<file path="config.mk">
export PLATFORM = sky130hd
export DESIGN_NAME = gxip_top
export DESIGN_NICKNAME = d
export VERILOG_FILES = /design/src/gxip_pkg.sv /design/src/gxip_edge_if.sv /design/src/gxip_sync_edge.sv /design/src/gxip_top.sv
export SDC_FILE = /design/constraint.sdc
export NUM_CORES = 1
export LEC_CHECK = 0
export BUFFER_PORTS_ARGS = -buffer_cell sky130_fd_sc_hd__buf_2
export CORE_MARGIN = 2
export CORE_UTILIZATION = 30
export DETAILED_ROUTE_END_ITERATION = 12
export PLACE_DENSITY_LB_ADDON = 0.12
export SLEW_MARGIN = 20
export SYNTH_ARGS = -nofsm -noshare
export SYNTH_HDL_FRONTEND = slang
export SYNTH_SLANG_ARGS = --single-unit
</file>
<file path="constraint.sdc">
create_clock -name clk_sys -period 1.7 [get_ports clk_sys]
set_input_delay 0.17 -clock clk_sys [delete_from_list [all_inputs] [get_ports clk_sys]]
set_output_delay 0.17 -clock clk_sys [all_outputs]
set_load 0.1 [all_outputs]
</file>
<file path="src/gxip_pkg.sv">
// package for the gpio and external interrupt pin logic
// Summary of operation
// - nonmaskable interrupt fires on a rising edge of its pin, never on level
// - after reset interrupt-capable pins are inputs with drivers off
// - enable bits 7..4 turn pins 7..4 into input-only interrupt inputs
// - interrupt inputs are edge triggered, edge picked per pin by polarity bits 3..0
// - pin 0 defaults input, may be output or interrupt output
// - pin 2 defaults to a one-sixth rate clock, else bidirectional gpio
// - pin 1 defaults to a one-quarter rate clock, else bidirectional gpio
package gxip_pkg;
  localparam int unsigned GXIP_NPINS = 8;
  // register byte offsets
  localparam logic [11:0] GXIP_OFF_DIR    = 12'h000; // gpio direction, 1 = output
  localparam logic [11:0] GXIP_OFF_OUT    = 12'h004; // gpio output data
  localparam logic [11:0] GXIP_OFF_IN     = 12'h008; // pin levels, read only
  localparam logic [11:0] GXIP_OFF_IEN    = 12'h00c; // irq enable bits [7:4]
  localparam logic [11:0] GXIP_OFF_POL    = 12'h010; // edge polarity [3:0]
  localparam logic [11:0] GXIP_OFF_MUX    = 12'h014; // pin function select
  localparam logic [11:0] GXIP_OFF_STAT   = 12'h018; // sticky events, write one to clear
  localparam logic [11:0] GXIP_OFF_MASK   = 12'h01c; // interrupt mask
  // mux register fields
  localparam int unsigned GXIP_MUX_P1_GPIO = 0;  // pin 1 gpio instead of clock
  localparam int unsigned GXIP_MUX_P2_GPIO = 1;  // pin 2 gpio instead of clock
  localparam int unsigned GXIP_MUX_P0_LO   = 2;  // pin 0 mode field [3:2]
  // status bits: [7:4] external interrupts, [8] nmi
  localparam int unsigned GXIP_STAT_NMI    = 8;
  localparam int unsigned GXIP_STAT_W      = 9;
  // reset values
  localparam logic [7:0]  GXIP_DIR_RST  = 8'h00;
  localparam logic [7:0]  GXIP_OUT_RST  = 8'h00;
  localparam logic [3:0]  GXIP_MUX_RST  = 4'h0;
  localparam logic [3:0]  GXIP_POL_RST  = 4'h0;
  // clock dividers, in core cycles per output period
  localparam int unsigned GXIP_DIV_QUARTER = 4;
  localparam int unsigned GXIP_DIV_SIXTH   = 6;
  typedef enum logic [1:0] {
    GXIP_P0_INPUT = 2'b00,
    GXIP_P0_GPOUT = 2'b01,
    GXIP_P0_IRQ   = 2'b10
  } gxip_p0_mode_t;
endpackage : gxip_pkg

</file>
<file path="src/gxip_edge_if.sv">
// interface carrying one synchronised pin between edge detectors and top
`timescale 1ns/1ns
interface gxip_edge_if;
  logic pin_sync; // synchronised level
  logic rise;     // one-cycle rising edge pulse
  logic fall;     // one-cycle falling edge pulse
  modport det (output pin_sync, output rise, output fall);
  modport use_side (input pin_sync, input rise, input fall);
endinterface : gxip_edge_if

</file>
<file path="src/gxip_sync_edge.sv">
// two-stage synchroniser with edge detector
`timescale 1ns/1ns
module gxip_sync_edge (
  input  wire logic clk_sys, // core clock
  input  wire logic rstn,    // async reset, active low
  input  wire logic ce,      // clock enable
  input  wire logic pin_in,  // raw pin level
  gxip_edge_if.det  eo       // synchronised level and edges
);
  logic s1_reg;
  logic s2_reg;
  logic s3_reg;

  // first stage read only by second stage
  always_ff @(posedge clk_sys or negedge rstn)
  begin
    if (!rstn)
    begin
      s1_reg <= 1'b0;
      s2_reg <= 1'b0;
      s3_reg <= 1'b0;
    end
    else if (ce)
    begin
      s1_reg <= pin_in;
      s2_reg <= s1_reg;
      s3_reg <= s2_reg;
    end
  end

  // one pulse per edge, gated by ce so a frozen block sees none
  assign eo.pin_sync = s2_reg;
  assign eo.rise = ce & s2_reg & ~s3_reg;
  assign eo.fall = ce & ~s2_reg & s3_reg;
endmodule : gxip_sync_edge

</file>
<file path="src/gxip_top.sv">
// gpio bank with external interrupts, nmi, clock outputs and apb registers
`timescale 1ns/1ns
module gxip_top (
  input  wire logic                          clk_sys,     // core clock 125 MHz
  input  wire logic                          rstn,        // async reset, active low
  input  wire logic                          ce,          // clock enable, freezes state
  // apb slave
  input  wire logic                          psel,        // select
  input  wire logic                          penable,     // access phase
  input  wire logic                          pwrite,      // write when high
  input  wire logic [11:0]                   paddr,       // byte address
  input  wire logic [31:0]                   pwdata,      // write data
  output logic      [31:0]                   prdata,      // read data
  output logic                               pready,      // transfer done
  output logic                               pslverr,     // unmapped address
  // pins
  input  wire logic [gxip_pkg::GXIP_NPINS-1:0] gpio_bank_zero_i,  // pin levels
  output logic      [gxip_pkg::GXIP_NPINS-1:0] gpio_bank_zero_o,  // pin drive values
  output logic      [gxip_pkg::GXIP_NPINS-1:0] gpio_bank_zero_oe, // high while driving
  input  wire logic                          nmi_pin,     // nonmaskable interrupt pin
  output logic                               nmi_event,   // one-cycle nmi to core
  output logic                               irq          // level, unmasked status set
);
  import gxip_pkg::*;

  logic [7:0]            dir_reg;
  logic [7:0]            out_reg;
  logic [7:4]            ien_reg;
  logic [3:0]            pol_reg;
  logic [3:0]            mux_reg;
  logic [GXIP_STAT_W-1:0] stat_reg;
  logic [GXIP_STAT_W-1:0] stat_next;
  logic [GXIP_STAT_W-1:0] mask_reg;
  logic [1:0]            cnt4_reg;
  logic [2:0]            cnt6_reg;
  logic                  clk4_reg;
  logic                  clk6_reg;

  // synchronisers for the eight gpio pins plus nmi
  gxip_edge_if e_if [0:GXIP_NPINS] ();
  logic [GXIP_NPINS:0]   raw_in;
  logic [GXIP_NPINS:0]   rise_w;
  logic [GXIP_NPINS:0]   fall_w;
  logic [GXIP_NPINS:0]   sync_w;
  assign raw_in = {nmi_pin, gpio_bank_zero_i};

  genvar gi;
  generate
    for (gi = 0; gi <= GXIP_NPINS; gi++)
    begin : g_sync
      gxip_sync_edge u_se (
        .clk_sys (clk_sys),
        .rstn    (rstn),
        .ce      (ce),
        .pin_in  (raw_in[gi]),
        .eo      (e_if[gi])
      );
      assign rise_w[gi] = e_if[gi].rise;
      assign fall_w[gi] = e_if[gi].fall;
      assign sync_w[gi] = e_if[gi].pin_sync;
    end
  endgenerate

  // apb decode; zero wait states, every access completes in its access phase
  wire                 acc     = psel & penable;
  wire                 wr_acc  = acc & pwrite;
  wire                 rd_acc  = acc & ~pwrite;
  wire                 hit_dir  = (paddr == GXIP_OFF_DIR);
  wire                 hit_out  = (paddr == GXIP_OFF_OUT);
  wire                 hit_in   = (paddr == GXIP_OFF_IN);
  wire                 hit_ien  = (paddr == GXIP_OFF_IEN);
  wire                 hit_pol  = (paddr == GXIP_OFF_POL);
  wire                 hit_mux  = (paddr == GXIP_OFF_MUX);
  wire                 hit_stat = (paddr == GXIP_OFF_STAT);
  wire                 hit_mask = (paddr == GXIP_OFF_MASK);
  wire                 hit_any  = hit_dir | hit_out | hit_in | hit_ien | hit_pol |
                                  hit_mux | hit_stat | hit_mask;
  wire [31:0]          rd_mux =
      hit_dir  ? {24'h000000, dir_reg} :
      hit_out  ? {24'h000000, out_reg} :
      hit_in   ? {24'h000000, sync_w[7:0]} :
      hit_ien  ? {24'h000000, ien_reg, 4'h0} :
      hit_pol  ? {28'h0000000, pol_reg} :
      hit_mux  ? {28'h0000000, mux_reg} :
      hit_stat ? {23'h000000, stat_reg} :
      hit_mask ? {23'h000000, mask_reg} : 32'h00000000;

  // pin mode decode
  wire [1:0]           p0_mode = mux_reg[GXIP_MUX_P0_LO+1:GXIP_MUX_P0_LO];
  wire                 p1_gpio = mux_reg[GXIP_MUX_P1_GPIO];
  wire                 p2_gpio = mux_reg[GXIP_MUX_P2_GPIO];

  // per-pin edge pick: polarity 0 rising, 1 falling
  wire [7:4]           ext_edge = (rise_w[7:4] & ~pol_reg) |
                                  (fall_w[7:4] & pol_reg);
  wire [7:4]           ext_evt  = ext_edge & ien_reg;
  wire                 nmi_evt  = rise_w[GXIP_NPINS];

  // write one clears, a new event in the same cycle wins
  wire [GXIP_STAT_W-1:0] set_v = {nmi_evt, ext_evt, 4'h0};
  wire [GXIP_STAT_W-1:0] clr_v = (wr_acc & hit_stat) ? pwdata[GXIP_STAT_W-1:0] :
                                                       {GXIP_STAT_W{1'b0}};
  assign stat_next = (stat_reg & ~clr_v) | set_v;

  // divided clock terminal counts
  wire                 cnt4_wrap = (cnt4_reg == 2'(GXIP_DIV_QUARTER - 1));
  wire                 cnt6_wrap = (cnt6_reg == 3'(GXIP_DIV_SIXTH - 1));

  // interrupt level; pin 0 in irq mode carries it in step with irq
  wire                 irq_lvl  = |(stat_reg & mask_reg);

  // next pin drive; interrupt pins and pin 0 input mode never drive
  logic [7:0] oe_next;
  logic [7:0] o_next;
  always_comb
  begin
    oe_next = dir_reg;
    o_next  = out_reg;
    oe_next[7:4] = dir_reg[7:4] & ~ien_reg;
    unique case (p0_mode)
      GXIP_P0_GPOUT: begin oe_next[0] = 1'b1; o_next[0] = out_reg[0]; end
      GXIP_P0_IRQ:   begin oe_next[0] = 1'b1; o_next[0] = irq_lvl;    end
      default:       begin oe_next[0] = 1'b0; o_next[0] = 1'b0;       end
    endcase
    if (!p1_gpio)
    begin
      oe_next[1] = 1'b1;
      o_next[1]  = clk4_reg;
    end
    if (!p2_gpio)
    begin
      oe_next[2] = 1'b1;
      o_next[2]  = clk6_reg;
    end
  end

  // apb response registers
  always_ff @(posedge clk_sys or negedge rstn)
  begin
    if (!rstn)
    begin
      prdata  <= 32'h00000000;
      pready  <= 1'b0;
      pslverr <= 1'b0;
    end
    else if (ce)
    begin
      pready  <= psel & ~penable;
      pslverr <= psel & ~penable & ~hit_any;
      prdata  <= (psel & ~penable & ~pwrite) ? rd_mux : 32'h00000000;
    end
  end

  // configuration registers, written at the completing edge
  wire wr_done = wr_acc & pready & ce;
  always_ff @(posedge clk_sys or negedge rstn)
  begin
    if (!rstn)
    begin
      dir_reg  <= GXIP_DIR_RST;
      out_reg  <= GXIP_OUT_RST;
      ien_reg  <= 4'h0;
      pol_reg  <= GXIP_POL_RST;
      mux_reg  <= GXIP_MUX_RST;
      mask_reg <= {GXIP_STAT_W{1'b0}};
    end
    else if (wr_done)
    begin
      if (hit_dir)  dir_reg  <= pwdata[7:0];
      if (hit_out)  out_reg  <= pwdata[7:0];
      if (hit_ien)  ien_reg  <= pwdata[7:4];
      if (hit_pol)  pol_reg  <= pwdata[3:0];
      if (hit_mux)  mux_reg  <= pwdata[3:0];
      if (hit_mask) mask_reg <= pwdata[GXIP_STAT_W-1:0];
    end
  end

  // status; clear only counted on the completing edge
  wire [GXIP_STAT_W-1:0] stat_upd = pready ? stat_next : (stat_reg | set_v);
  always_ff @(posedge clk_sys or negedge rstn)
  begin
    if (!rstn)
      stat_reg <= {GXIP_STAT_W{1'b0}};
    else if (ce)
      stat_reg <= stat_upd;
  end

  // divided clocks: 50 % duty, quarter and sixth of core rate
  always_ff @(posedge clk_sys or negedge rstn)
  begin
    if (!rstn)
    begin
      cnt4_reg <= 2'h0;
      cnt6_reg <= 3'h0;
      clk4_reg <= 1'b0;
      clk6_reg <= 1'b0;
    end
    else if (ce)
    begin
      cnt4_reg <= cnt4_wrap ? 2'h0 : cnt4_reg + 2'h1;
      cnt6_reg <= cnt6_wrap ? 3'h0 : cnt6_reg + 3'h1;
      clk4_reg <= (cnt4_reg < 2'(GXIP_DIV_QUARTER / 2)) ? 1'b0 : 1'b1;
      clk6_reg <= (cnt6_reg < 3'(GXIP_DIV_SIXTH / 2)) ? 1'b0 : 1'b1;
    end
  end

  // pin drivers and interrupt outputs, all registered
  always_ff @(posedge clk_sys or negedge rstn)
  begin
    if (!rstn)
    begin
      gpio_bank_zero_o  <= 8'h00;
      gpio_bank_zero_oe <= 8'h00;
      nmi_event         <= 1'b0;
      irq               <= 1'b0;
    end
    else if (ce)
    begin
      gpio_bank_zero_o  <= o_next;
      gpio_bank_zero_oe <= oe_next;
      irq               <= irq_lvl;
      nmi_event         <= nmi_evt;
    end
  end
endmodule : gxip_top

</file>
==> run_results.csv, run 1 <==
group,metric,value,unit
run_status,outcome,"finished, violations left",
run_status,violations,"setup timing",
cts,cts_tree,"built",
cts,cts_buffers,9,
cts,htree_levels,3,
worst_setup_path,cp_max_fo,4,
timing,rsz0062_at_grt,"yes",
placement,gp_congestion,0.865,
timing,finalSetupViolCount,6,
pwr,power_density,1000,mW/mm^2
worst_setup_path,slowest_stage,"dfrtp_4",
yosys,syn_avg_cell_area,12.1,sq um
route,drc_errors,0,
grt,antenna_found_initial,0,
worst_setup_path,crit_family,"simple AND/OR/NAND/NOR gates",
yosys,syn_area,0.00509,sq mm
worst_setup_path,required,1.94,ns
yosys,ys_top_cells_by_area,"dfrtp_1, mux2_2, buf_4",
timing,report.final.slew_viol_count,0,
timing,hold_viol,0,
timing,worstMarginPinSlew,0.602,ns
floorplan,ios,111,
grt,grt_pass1_wl,20700,um
final_layout,fin_cells,738,
cts,clock_latency,0.35,ns
worst_setup_path,critical_path_depth,6,
yosys,synth.distinct_cells,60,
yosys,ys_ff_latch,105,
pwr,peakVddDrop,0.000534,V
yosys,synth_top_area_frac,0.516,
placement,dp_slack,-0.217,ns
timing,min_period,1.72,ns
worst_setup_path,critPathBufInv,2,
route,avgViaCountPerCell,4.71,
grt,grt_pass1_vias,3584,
route,drt_iter0_drc,153,
final_layout,mostFrequentLayoutCell,"dfrtp_1",
worst_setup_path,max_stage_delay,0.40,ns
hold_path,hold_path_class,"in2reg",
route,antenna_left,0,
cts,cts_sinks,105,
final_layout,diodes,0,
pwr,totalPowerFinal,6.27,mW
timing,timing.setup.tns,-0.0586,ns
yosys,synth_edf_count,0,
route,drt_wl_total,13100,um
worst_setup_path,path_cells,"and2_4, buf_6, nand4b_1, nor4_4, buf_4, mux2_2",
cts,clk_pin_slew,0.07,ns
floorplan,dieArea,0.0180,sq mm
yosys,yosys_warnings,0,
timing,fmax,583,MHz
final_layout,fin_area,0.00624,sq mm
floorplan,die_x,134,um
flow_run,maxCapViolCount,0,
pwr,power.leakage,2.89,nW
final_layout,drive_above_1_share,0.398,
floorplan,die_h,134,um
timing,fin_skew,0.00592,ns
worst_setup_path,cp-end-kind,"flip-flop",
floorplan,initial_utilization,0.307,
final_layout,syn_to_final_growth,22.6,%
worst_setup_path,worstRegToRegCells,6,
yosys,ys_seq_area_frac,0.516,
final_layout,final_cell_mix,"dfrtp_1, mux2_2, buf_2",
final_layout,final_nets,575,
worst_setup_path,crit_type,"reg2reg",
timing,finalCritPeriodShare,1.01,
floorplan,core_area,0.0166,sq mm
worst_setup_path,arrival,1.95,ns
route,num_vias,3478,
grt,grt_usage,0.153,
placement,port_buffers,64,
yosys,syn_inst,420,
worst_setup_path,cp-start-kind,"flip-flop",
yosys,yosysTopAreaCell,"dfrtp_1",
placement,place_hpwl,9440,um
timing,slew_headroom,0.599,
floorplan,rows,47,
yosys,ys.flop_type,"dfrtp_1",
hold_path,hold_path_depth,2,
cts,clk_path_buf_depth,2,
yosys,ys_async_sr_fraction,1.00,
route,wl_per_cell,17.8,um
grt,grt_overflow,0,
grt,grt_max_degree,106,
placement,dp_cells,720,
timing,setup_ws,-0.0166,ns
placement,place_area,0.00585,sq mm
final_layout,fill_cells,1677,
cts,root_buffer,"clkbuf_16",
route,drt-pass1-iter-count,4,
-- where the power goes --
group / internal, mW / leakage [nW] / switching [mW] / total (mW)
sequential: 2.68 / 1.35 / 0.139 / 2.82
combinational: 0.297 / 1.37 / 0.725 / 1.02
clock: 1.49 / 0.167 / 0.935 / 2.42
-- synth_stat cells, drive strengths merged, types with 2 or more instances --
cell type,number
a211oi,2
nand2b,11
nor3,6
o21ai,11
and2,2
o31ai,3
clkbuf,10
o32ai,4
ha,3
a211o,4
o2bb2ai,3
buf,32
mux2i,8
a31oi,2
a21o,2
and4,2
nor2,17
a21oi,18
mux2,69
nand4b,2
nand3,3
nand2,26
nor2b,7
dfrtp,105
nand4,3
nor4,9
a21boi,4
inv,15
mux4,4
a22oi,5
nand3b,9
-- kinds of logic after synthesis --
family          after synthesis  synth area share
other cells                   1          0.000737
xor+xnor                      1           0.00172
flops                       105             0.516
fa+ha+maj                     3           0.00738
mux                          81             0.187
compound gates               68            0.0912
simple gates                104             0.133
buf+inv                      57            0.0625
-- area by class of cell --
type	count	area (sq um)	area share
Tap cell	220	275	0.0441
Timing Repair Buffer	102	664	0.107
Multi-Input combinational cell	280	2260	0.363
Clock buffer	12	246	0.0395
Inverter	15	56.3	0.00903
Clock inverter	4	98.8	0.0158
Sequential cell	105	2630	0.422
-- path summary, 6_finish.rpt --
| kind | start | to | slack, ns |
|---|---|---|---|
| setup reg to reg | pready$_DFFE_PN0P_ | pol_reg[0]$_DFFE_PN0P_ | -0.02 |
| hold reg to reg | gpio_bank_zero_oe[0]$_DFFE_PN0P_ | gpio_bank_zero_oe[0]$_DFFE_PN0P_ | 0.48 |
| max in group asynchronous | rstn | pready$_DFFE_PN0P_ | 0.75 |
| min in group asynchronous | rstn | gpio_bank_zero_o[3]$_DFFE_PN0P_ | 0.43 |
| hold / removal | gpio_bank_zero_i[7] | g_sync[7].u_se.s1_reg$_DFFE_PN0P_ | 0.05 |
| setup / recovery | pready$_DFFE_PN0P_ | pol_reg[0]$_DFFE_PN0P_ | -0.02 |
-- stage by stage --
step | hold WS [ns] | util
floorplan | -0.126 | -
global placement | 0.293 | 0.353
detailed placement | 0.303 | 0.353
CTS | 0.0292 | 0.375
global route | 0.0303 | 0.376
finish | 0.0474 | 0.376
-- metal layers --
metal / up-vias / global-route usage / wire length, um
met2: 80 / 0.236 / 5970
met5: - / 0 / 0
li1: 1664 / - / -
met1: 1720 / 0.216 / 6510
met4: 0 / 0.0561 / 237
met3: 14 / 0.0257 / 404
-- repair_timing --
item	CTS	global route
hold buffers	1	0
gates resized for setup	0	4
hold endpoints to repair	105	0
endpoints found under the setup margin	7	10
buffers inserted	1	0
pin swaps	0	1
No activity file was read; power rests on OpenSTA's default activity.
==> inputs of run 2 (changes only) <==
- ABC_AREA: unset -> 1
==> run_results.csv, run 2 <==
group,metric,value,unit
cts,clk_pin_slew,0.07,ns
final_layout,regArea,0.00263,sq mm
yosys,ys_async_sr_fraction,1.00,
worst_setup_path,cp_max_fo,9,
timing,fmax,677,MHz
run_status,outcome,"complete, no violations",
worst_setup_path,cp-start-kind,"flip-flop",
floorplan,dieArea,0.0180,sq mm
pwr,totalPowerFinal,5.77,mW
route,antenna_left,0,
timing,fin_skew,0.00443,ns
grt,grt_pass1_wl,22500,um
placement,place_hpwl,10300,um
final_layout,fin_util,0.364,
yosys,synth_edf_count,0,
route,drc_errors,0,
pwr,peakVddDrop,0.000464,V
cts,root_buffer,"clkbuf_16",
timing,setup_ws,0.222,ns
worst_setup_path,cp-end-kind,"flip-flop",
pwr,power.leakage,3.18,nW
worst_setup_path,path_cells,"nand4_1, nor2_4, nand4_1, buf_4, o21ai_0, o41ai_1",
yosys,syn_area,0.00508,sq mm
grt,antenna_found_initial,0,
pwr,combPwrFrac,0.157,
floorplan,ios,111,
pwr,power_density,957,mW/mm^2
worst_setup_path,critPathLaunch,"pready$_DFFE_PN0P_",
timing,finalCritPeriodShare,0.870,
worst_setup_path,arrival,1.71,ns
floorplan,die_x,134,um
final_layout,multi_input_area,0.00204,sq mm
route,drt_iter0_drc,308,
floorplan,core_area,0.0166,sq mm
worst_setup_path,crit_type,"reg2reg",
placement,dp_slack,0.0527,ns
cts,cts_sinks,105,
pwr,switchingPower,1.77,mW
pwr,seq_power_share,0.477,
timing,timing.setup.tns,0,ns
cts,cts_buffers,9,
worst_setup_path,worstRegToRegCells,6,
cts,post_cts_buffers,0,
yosys,ys_seq_area_frac,0.517,
floorplan,rows,47,
cts,cts_resized,0,
timing,rsz0062_at_grt,"no",
timing,hold_viol,0,
yosys,synth.distinct_cells,33,
yosys,ys.flop_type,"dfrtp_1",
yosys,syn_inst,615,
pwr,internal_power,4.00,mW
grt,grt_usage,0.165,
final_layout,diodes,0,
timing,report.final.slew_viol_count,0,
floorplan,die_h,134,um
pwr,p_sw_frac,0.307,
yosys,synth_common_cells,"nand2_1, dfrtp_1, o21ai_0",
worst_setup_path,r2r_end,"stat_reg[5]$_DFFE_PN0P_",
placement,port_buffers,64,
yosys,yosys_warnings,0,
final_layout,mostFrequentLayoutCell,"nand2_1",
worst_setup_path,slowest_stage,"dfrtp_4",
worst_setup_path,r2r_start,"pready$_DFFE_PN0P_",
cts,clock_latency,0.36,ns
grt,grt_pass1_vias,4127,
final_layout,fill_cells,1799,
timing,hold_slack,0.0125,ns
route,avgViaCountPerCell,4.55,
floorplan,initial_utilization,0.306,
worst_setup_path,max_stage_delay,0.41,ns
cts,clk_path_buf_depth,2,
route,num_vias,4177,
final_layout,syn_to_final_growth,18.7,%
yosys,ys_ff_latch,105,
timing,min_period,1.48,ns
yosys,yosysTopAreaCell,"dfrtp_1",
timing,finalSetupViolCount,0,
yosys,syn_avg_cell_area,8.26,sq um
yosys,ys_top_cells_by_area,"dfrtp_1, nand2_1, o21ai_0",
worst_setup_path,cp-endpoint,"stat_reg[5]$_DFFE_PN0P_",
placement,gp_congestion,0.922,
pwr,clkPwrFrac,0.366,
final_layout,final_nets,757,
route,drt_wl_total,13900,um
cts,htree_levels,3,
cts,cts_tree,"built",
worst_setup_path,ff2ff_setup_slack,0.22,ns
flow_run,maxCapViolCount,0,
grt,grt_max_degree,56,
worst_setup_path,crit_top_cell,"nand4_1",
worst_setup_path,required,1.94,ns
grt,grt_overflow,0,
yosys,synth_top_area_frac,0.517,
route,drt-pass1-iter-count,4,
final_layout,final_cell_mix,"nand2_1, dfrtp_1, buf_2",
final_layout,drive_above_1_share,0.189,
route,wl_per_cell,15.1,um
hold_path,hold_path_class,"in2reg",
cts,holdBufCountCts,2,
yosys,synth_most_common_cell,"nand2_1",
## run 2: logic make-up (layout without fill, tap and decap cells)
kind of cell / count (synthesis) / in the layout / share of synthesized area
fa+ha+maj: 3 / 3 / 0.00739
other cells: 1 / 23 / 0.000738
compound gates: 116 / 116 / 0.129
flops: 105 / 105 / 0.517
simple gates: 288 / 288 / 0.248
buf+inv: 102 / 163 / 0.0978
## run 2: how the worst min path moves through the flow
stage                         from                           endpoint  slack, ns  cells past startpoint
2_1_floorplan                 rstn               clk4_reg$_DFFE_PN0P_      -0.13                      0
3_3_place_gp                  rstn             ien_reg[7]$_DFFE_PN0P_       0.14                      1
3_5_place_dp                  rstn             ien_reg[7]$_DFFE_PN0P_       0.14                      1
4_1_cts        gpio_bank_zero_i[5]  g_sync[5].u_se.s1_reg$_DFFE_PN0P_      0.001                      3
5_1_grt        gpio_bank_zero_i[0]  g_sync[0].u_se.s1_reg$_DFFE_PN0P_       0.02                      3
6_report       gpio_bank_zero_i[5]  g_sync[5].u_se.s1_reg$_DFFE_PN0P_       0.01                      3
## run 2: layer usage
layer	up-vias	routed length [um]	GRT usage	part of all wire
li1	2098	-	-	-
met1	1941	6750	0.229	0.49
met2	110	6140	0.255	0.44
met3	28	651	0.0310	0.047
met4	0	328	0.0655	0.024
met5	-	0	0	0
## run 2: layout make-up
cell class	instances	share of cell area
Sequential cell	105	0.436
Multi-Input combinational cell	430	0.338
Clock buffer	10	0.0396
Timing Repair Buffer	86	0.0921
Inverter	63	0.0394
Clock inverter	4	0.00871
Tap cell	220	0.0456
## run 2: stage by stage
| stage | instance area [sq um] | instances |
|---|---|---|
| final | 6030 | 918 |
| after global routing | 6030 | 918 |
| after CTS | 6030 | 918 |
| after detailed placement | 5720 | 902 |
| after global placement | 5720 | 902 |
| after floorplan | 5170 | 637 |
## run 2: critical path, delay by kind of cell, from the launching register on
family | cells | cell delay, ns
simple gates | 3 | 0.46
flops | 1 | 0.41
buf+inv | 1 | 0.19
compound gates | 2 | 0.28
## run 2: power groups by stage
stage                     registers (mW)  logic, mW  clock network, mW
after CTS                           2.76      0.921               2.20
after detailed placement            2.80      0.915                  0
after global placement              2.80      0.896                  0
after global routing                2.78      0.987               2.29
final                               2.75      0.904               2.11
after floorplan                     2.97      0.518                  0
==> inputs of run 3 (changes only) <==
- BUFFER_PORTS_ARGS: -buffer_cell sky130_fd_sc_hd__buf_2 -> unset
- DONT_BUFFER_PORTS: unset -> 1
- clock period: 1.7 -> 1.3 ns (I/O delays scaled with it)
==> run_results.csv, run 3 (synthesis gave the netlist of run 2 again) <==
group,metric,value,unit
worst_setup_path,slowest_stage,"dfrtp_4",
placement,place_hpwl,10200,um
floorplan,die_h,134,um
worst_setup_path,crit_type,"reg2reg",
route,drt_wl_total,14700,um
worst_setup_path,crit_top_cell,"nand4_1",
worst_setup_path,required,1.53,ns
final_layout,final_cell_mix,"nand2_1, dfrtp_1, buf_4",
final_layout,syn_to_final_growth,28.1,%
cts,clk_pin_slew,0.08,ns
run_status,outcome,"finished, violations left",
cts,clk_path_buf_depth,2,
worst_setup_path,max_stage_delay,0.41,ns
worst_setup_path,cp-endpoint,"ien_reg[6]$_DFFE_PN0P_",
floorplan,ios,111,
grt,grt_usage,0.172,
timing,rsz0062_at_grt,"yes",
flow_run,maxCapViolCount,0,
cts,htree_levels,3,
final_layout,final_nets,757,
route,drt-pass1-iter-count,4,
route,num_vias,4228,
timing,report.final.slew_viol_count,0,
worst_setup_path,critPathLaunch,"pready$_DFFE_PN0P_",
worst_setup_path,path_cells,"nand4_1, nor2_4, buf_6, nand4_1, nand2_1, o21ai_0",
grt,grt_max_degree,106,
floorplan,dieArea,0.0180,sq mm
grt,antenna_found_initial,0,
pwr,power_density,1170,mW/mm^2
timing,min_period,1.42,ns
worst_setup_path,r2r_end,"ien_reg[6]$_DFFE_PN0P_",
timing,finalCritPeriodShare,1.09,
cts,cts_sinks,105,
placement,dp_slack,-0.264,ns
worst_setup_path,critPathBufInv,1,
worst_setup_path,cp-start-kind,"flip-flop",
route,drc_errors,0,
worst_setup_path,ff2ff_setup_slack,-0.12,ns
worst_setup_path,cp-end-kind,"flip-flop",
final_layout,regArea,0.00263,sq mm
worst_setup_path,crit_family,"simple AND/OR/NAND/NOR gates",
floorplan,core_area,0.0166,sq mm
final_layout,multi_input_area,0.00233,sq mm
floorplan,rows,47,
pwr,peakVddDrop,0.000625,V
floorplan,die_x,134,um
cts,cts_buffers,9,
run_status,violations,"hold timing, setup timing",
timing,hold_slack,-0.532,ns
timing,setup_ws,-0.118,ns
final_layout,fill_cells,1748,
hold_path,hold_path_class,"in2async",
final_layout,diodes,0,
worst_setup_path,cp_max_fo,8,
timing,fin_skew,0.00893,ns
route,avgViaCountPerCell,4.60,
cts,holdBufCountCts,13,
worst_setup_path,r2r_start,"pready$_DFFE_PN0P_",
placement,gp_congestion,0.971,
cts,root_buffer,"clkbuf_16",
worst_setup_path,worstRegToRegCells,6,
worst_setup_path,arrival,1.65,ns
final_layout,mostFrequentLayoutCell,"nand2_1",
floorplan,initial_utilization,0.306,
cts,clock_latency,0.36,ns
grt,grt_pass1_wl,23400,um
timing,timing.setup.tns,-1.74,ns
timing,fmax,705,MHz
timing,hold_viol,105,
final_layout,drive_above_1_share,0.244,
grt,grt_overflow,0,
route,drt_iter0_drc,249,
timing,finalSetupViolCount,41,
cts,cts_tree,"built",
grt,grt_pass1_vias,4163,
pwr,power.leakage,3.26,nW
route,antenna_left,0,
route,wl_per_cell,16.0,um
worst_setup_path,critical_path_depth,6,
placement,port_buffers,0,
## run 3: worst reg2reg max path: stages (launching register included)
cell     delay (ns)
dfrtp_4        0.41
nand4_1        0.13
nor2_4         0.20
buf_6          0.13
nand4_1        0.22
nand2_1        0.14
o21ai_0        0.08
## run 3: stage by stage
step | utilization | power, mW | area [sq um] | hold WS, ns | instances
final | 0.393 | 7.59 | 6510 | -0.532 | 920
after global routing | 0.393 | 7.94 | 6510 | -0.555 | 920
after CTS | 0.382 | 7.68 | 6340 | -0.547 | 916
after detailed placement | 0.344 | 4.72 | 5700 | -0.161 | 883
after global placement | 0.344 | 4.69 | 5700 | -0.160 | 883
after floorplan | - | 4.56 | 5170 | -0.166 | 637
## run 3: metal layers
metal | part of all wire | wire length, um | global-route usage | vias to the layer above
met5 | 0 | 0 | 0 | -
met4 | 0.018 | 262 | 0.0380 | 0
met3 | 0.049 | 715 | 0.0416 | 20
met2 | 0.45 | 6680 | 0.274 | 109
met1 | 0.48 | 7040 | 0.239 | 1991
li1 | - | - | - | 2108
## run 3: how the worst min path moves through the flow
stage / from / slack (ns) / end / cells after the start
floorplan: rstn / -0.17 / clk4_reg$_DFFE_PN0P_ / 0
global placement: rstn / -0.16 / gpio_bank_zero_oe[7]$_DFFE_PN0P_ / 0
detailed placement: rstn / -0.16 / gpio_bank_zero_oe[7]$_DFFE_PN0P_ / 0
CTS: rstn / -0.55 / prdata[7]$_DFFE_PN0P_ / 0
global route: rstn / -0.55 / mask_reg[5]$_DFFE_PN0P_ / 0
finish: rstn / -0.53 / prdata[8]$_DFFE_PN0P_ / 0
## run 3: area by class of cell
type,count,share of cell area
timing repair buffer,82,0.112
clock buffer,10,0.0367
multi-input combinational,434,0.358
inverter,63,0.0365
clock inverter,6,0.0111
tap,220,0.0423
sequential,105,0.404
## run 3: power breakdown
group | total, mW | switching, mW | internal (mW)
registers | 3.60 | 0.128 | 3.47
logic | 1.12 | 0.883 | 0.232
clock network | 2.87 | 1.30 | 1.57
## run 3: timing repair
item                                   in CTS  in global routing
resized for setup                          45                 46
setup endpoints to repair                  47                 54
cloned                                      3                  2
endpoints found under the hold margin     146                105
setup buffers                               1                  3
pin swaps                                   8                 14
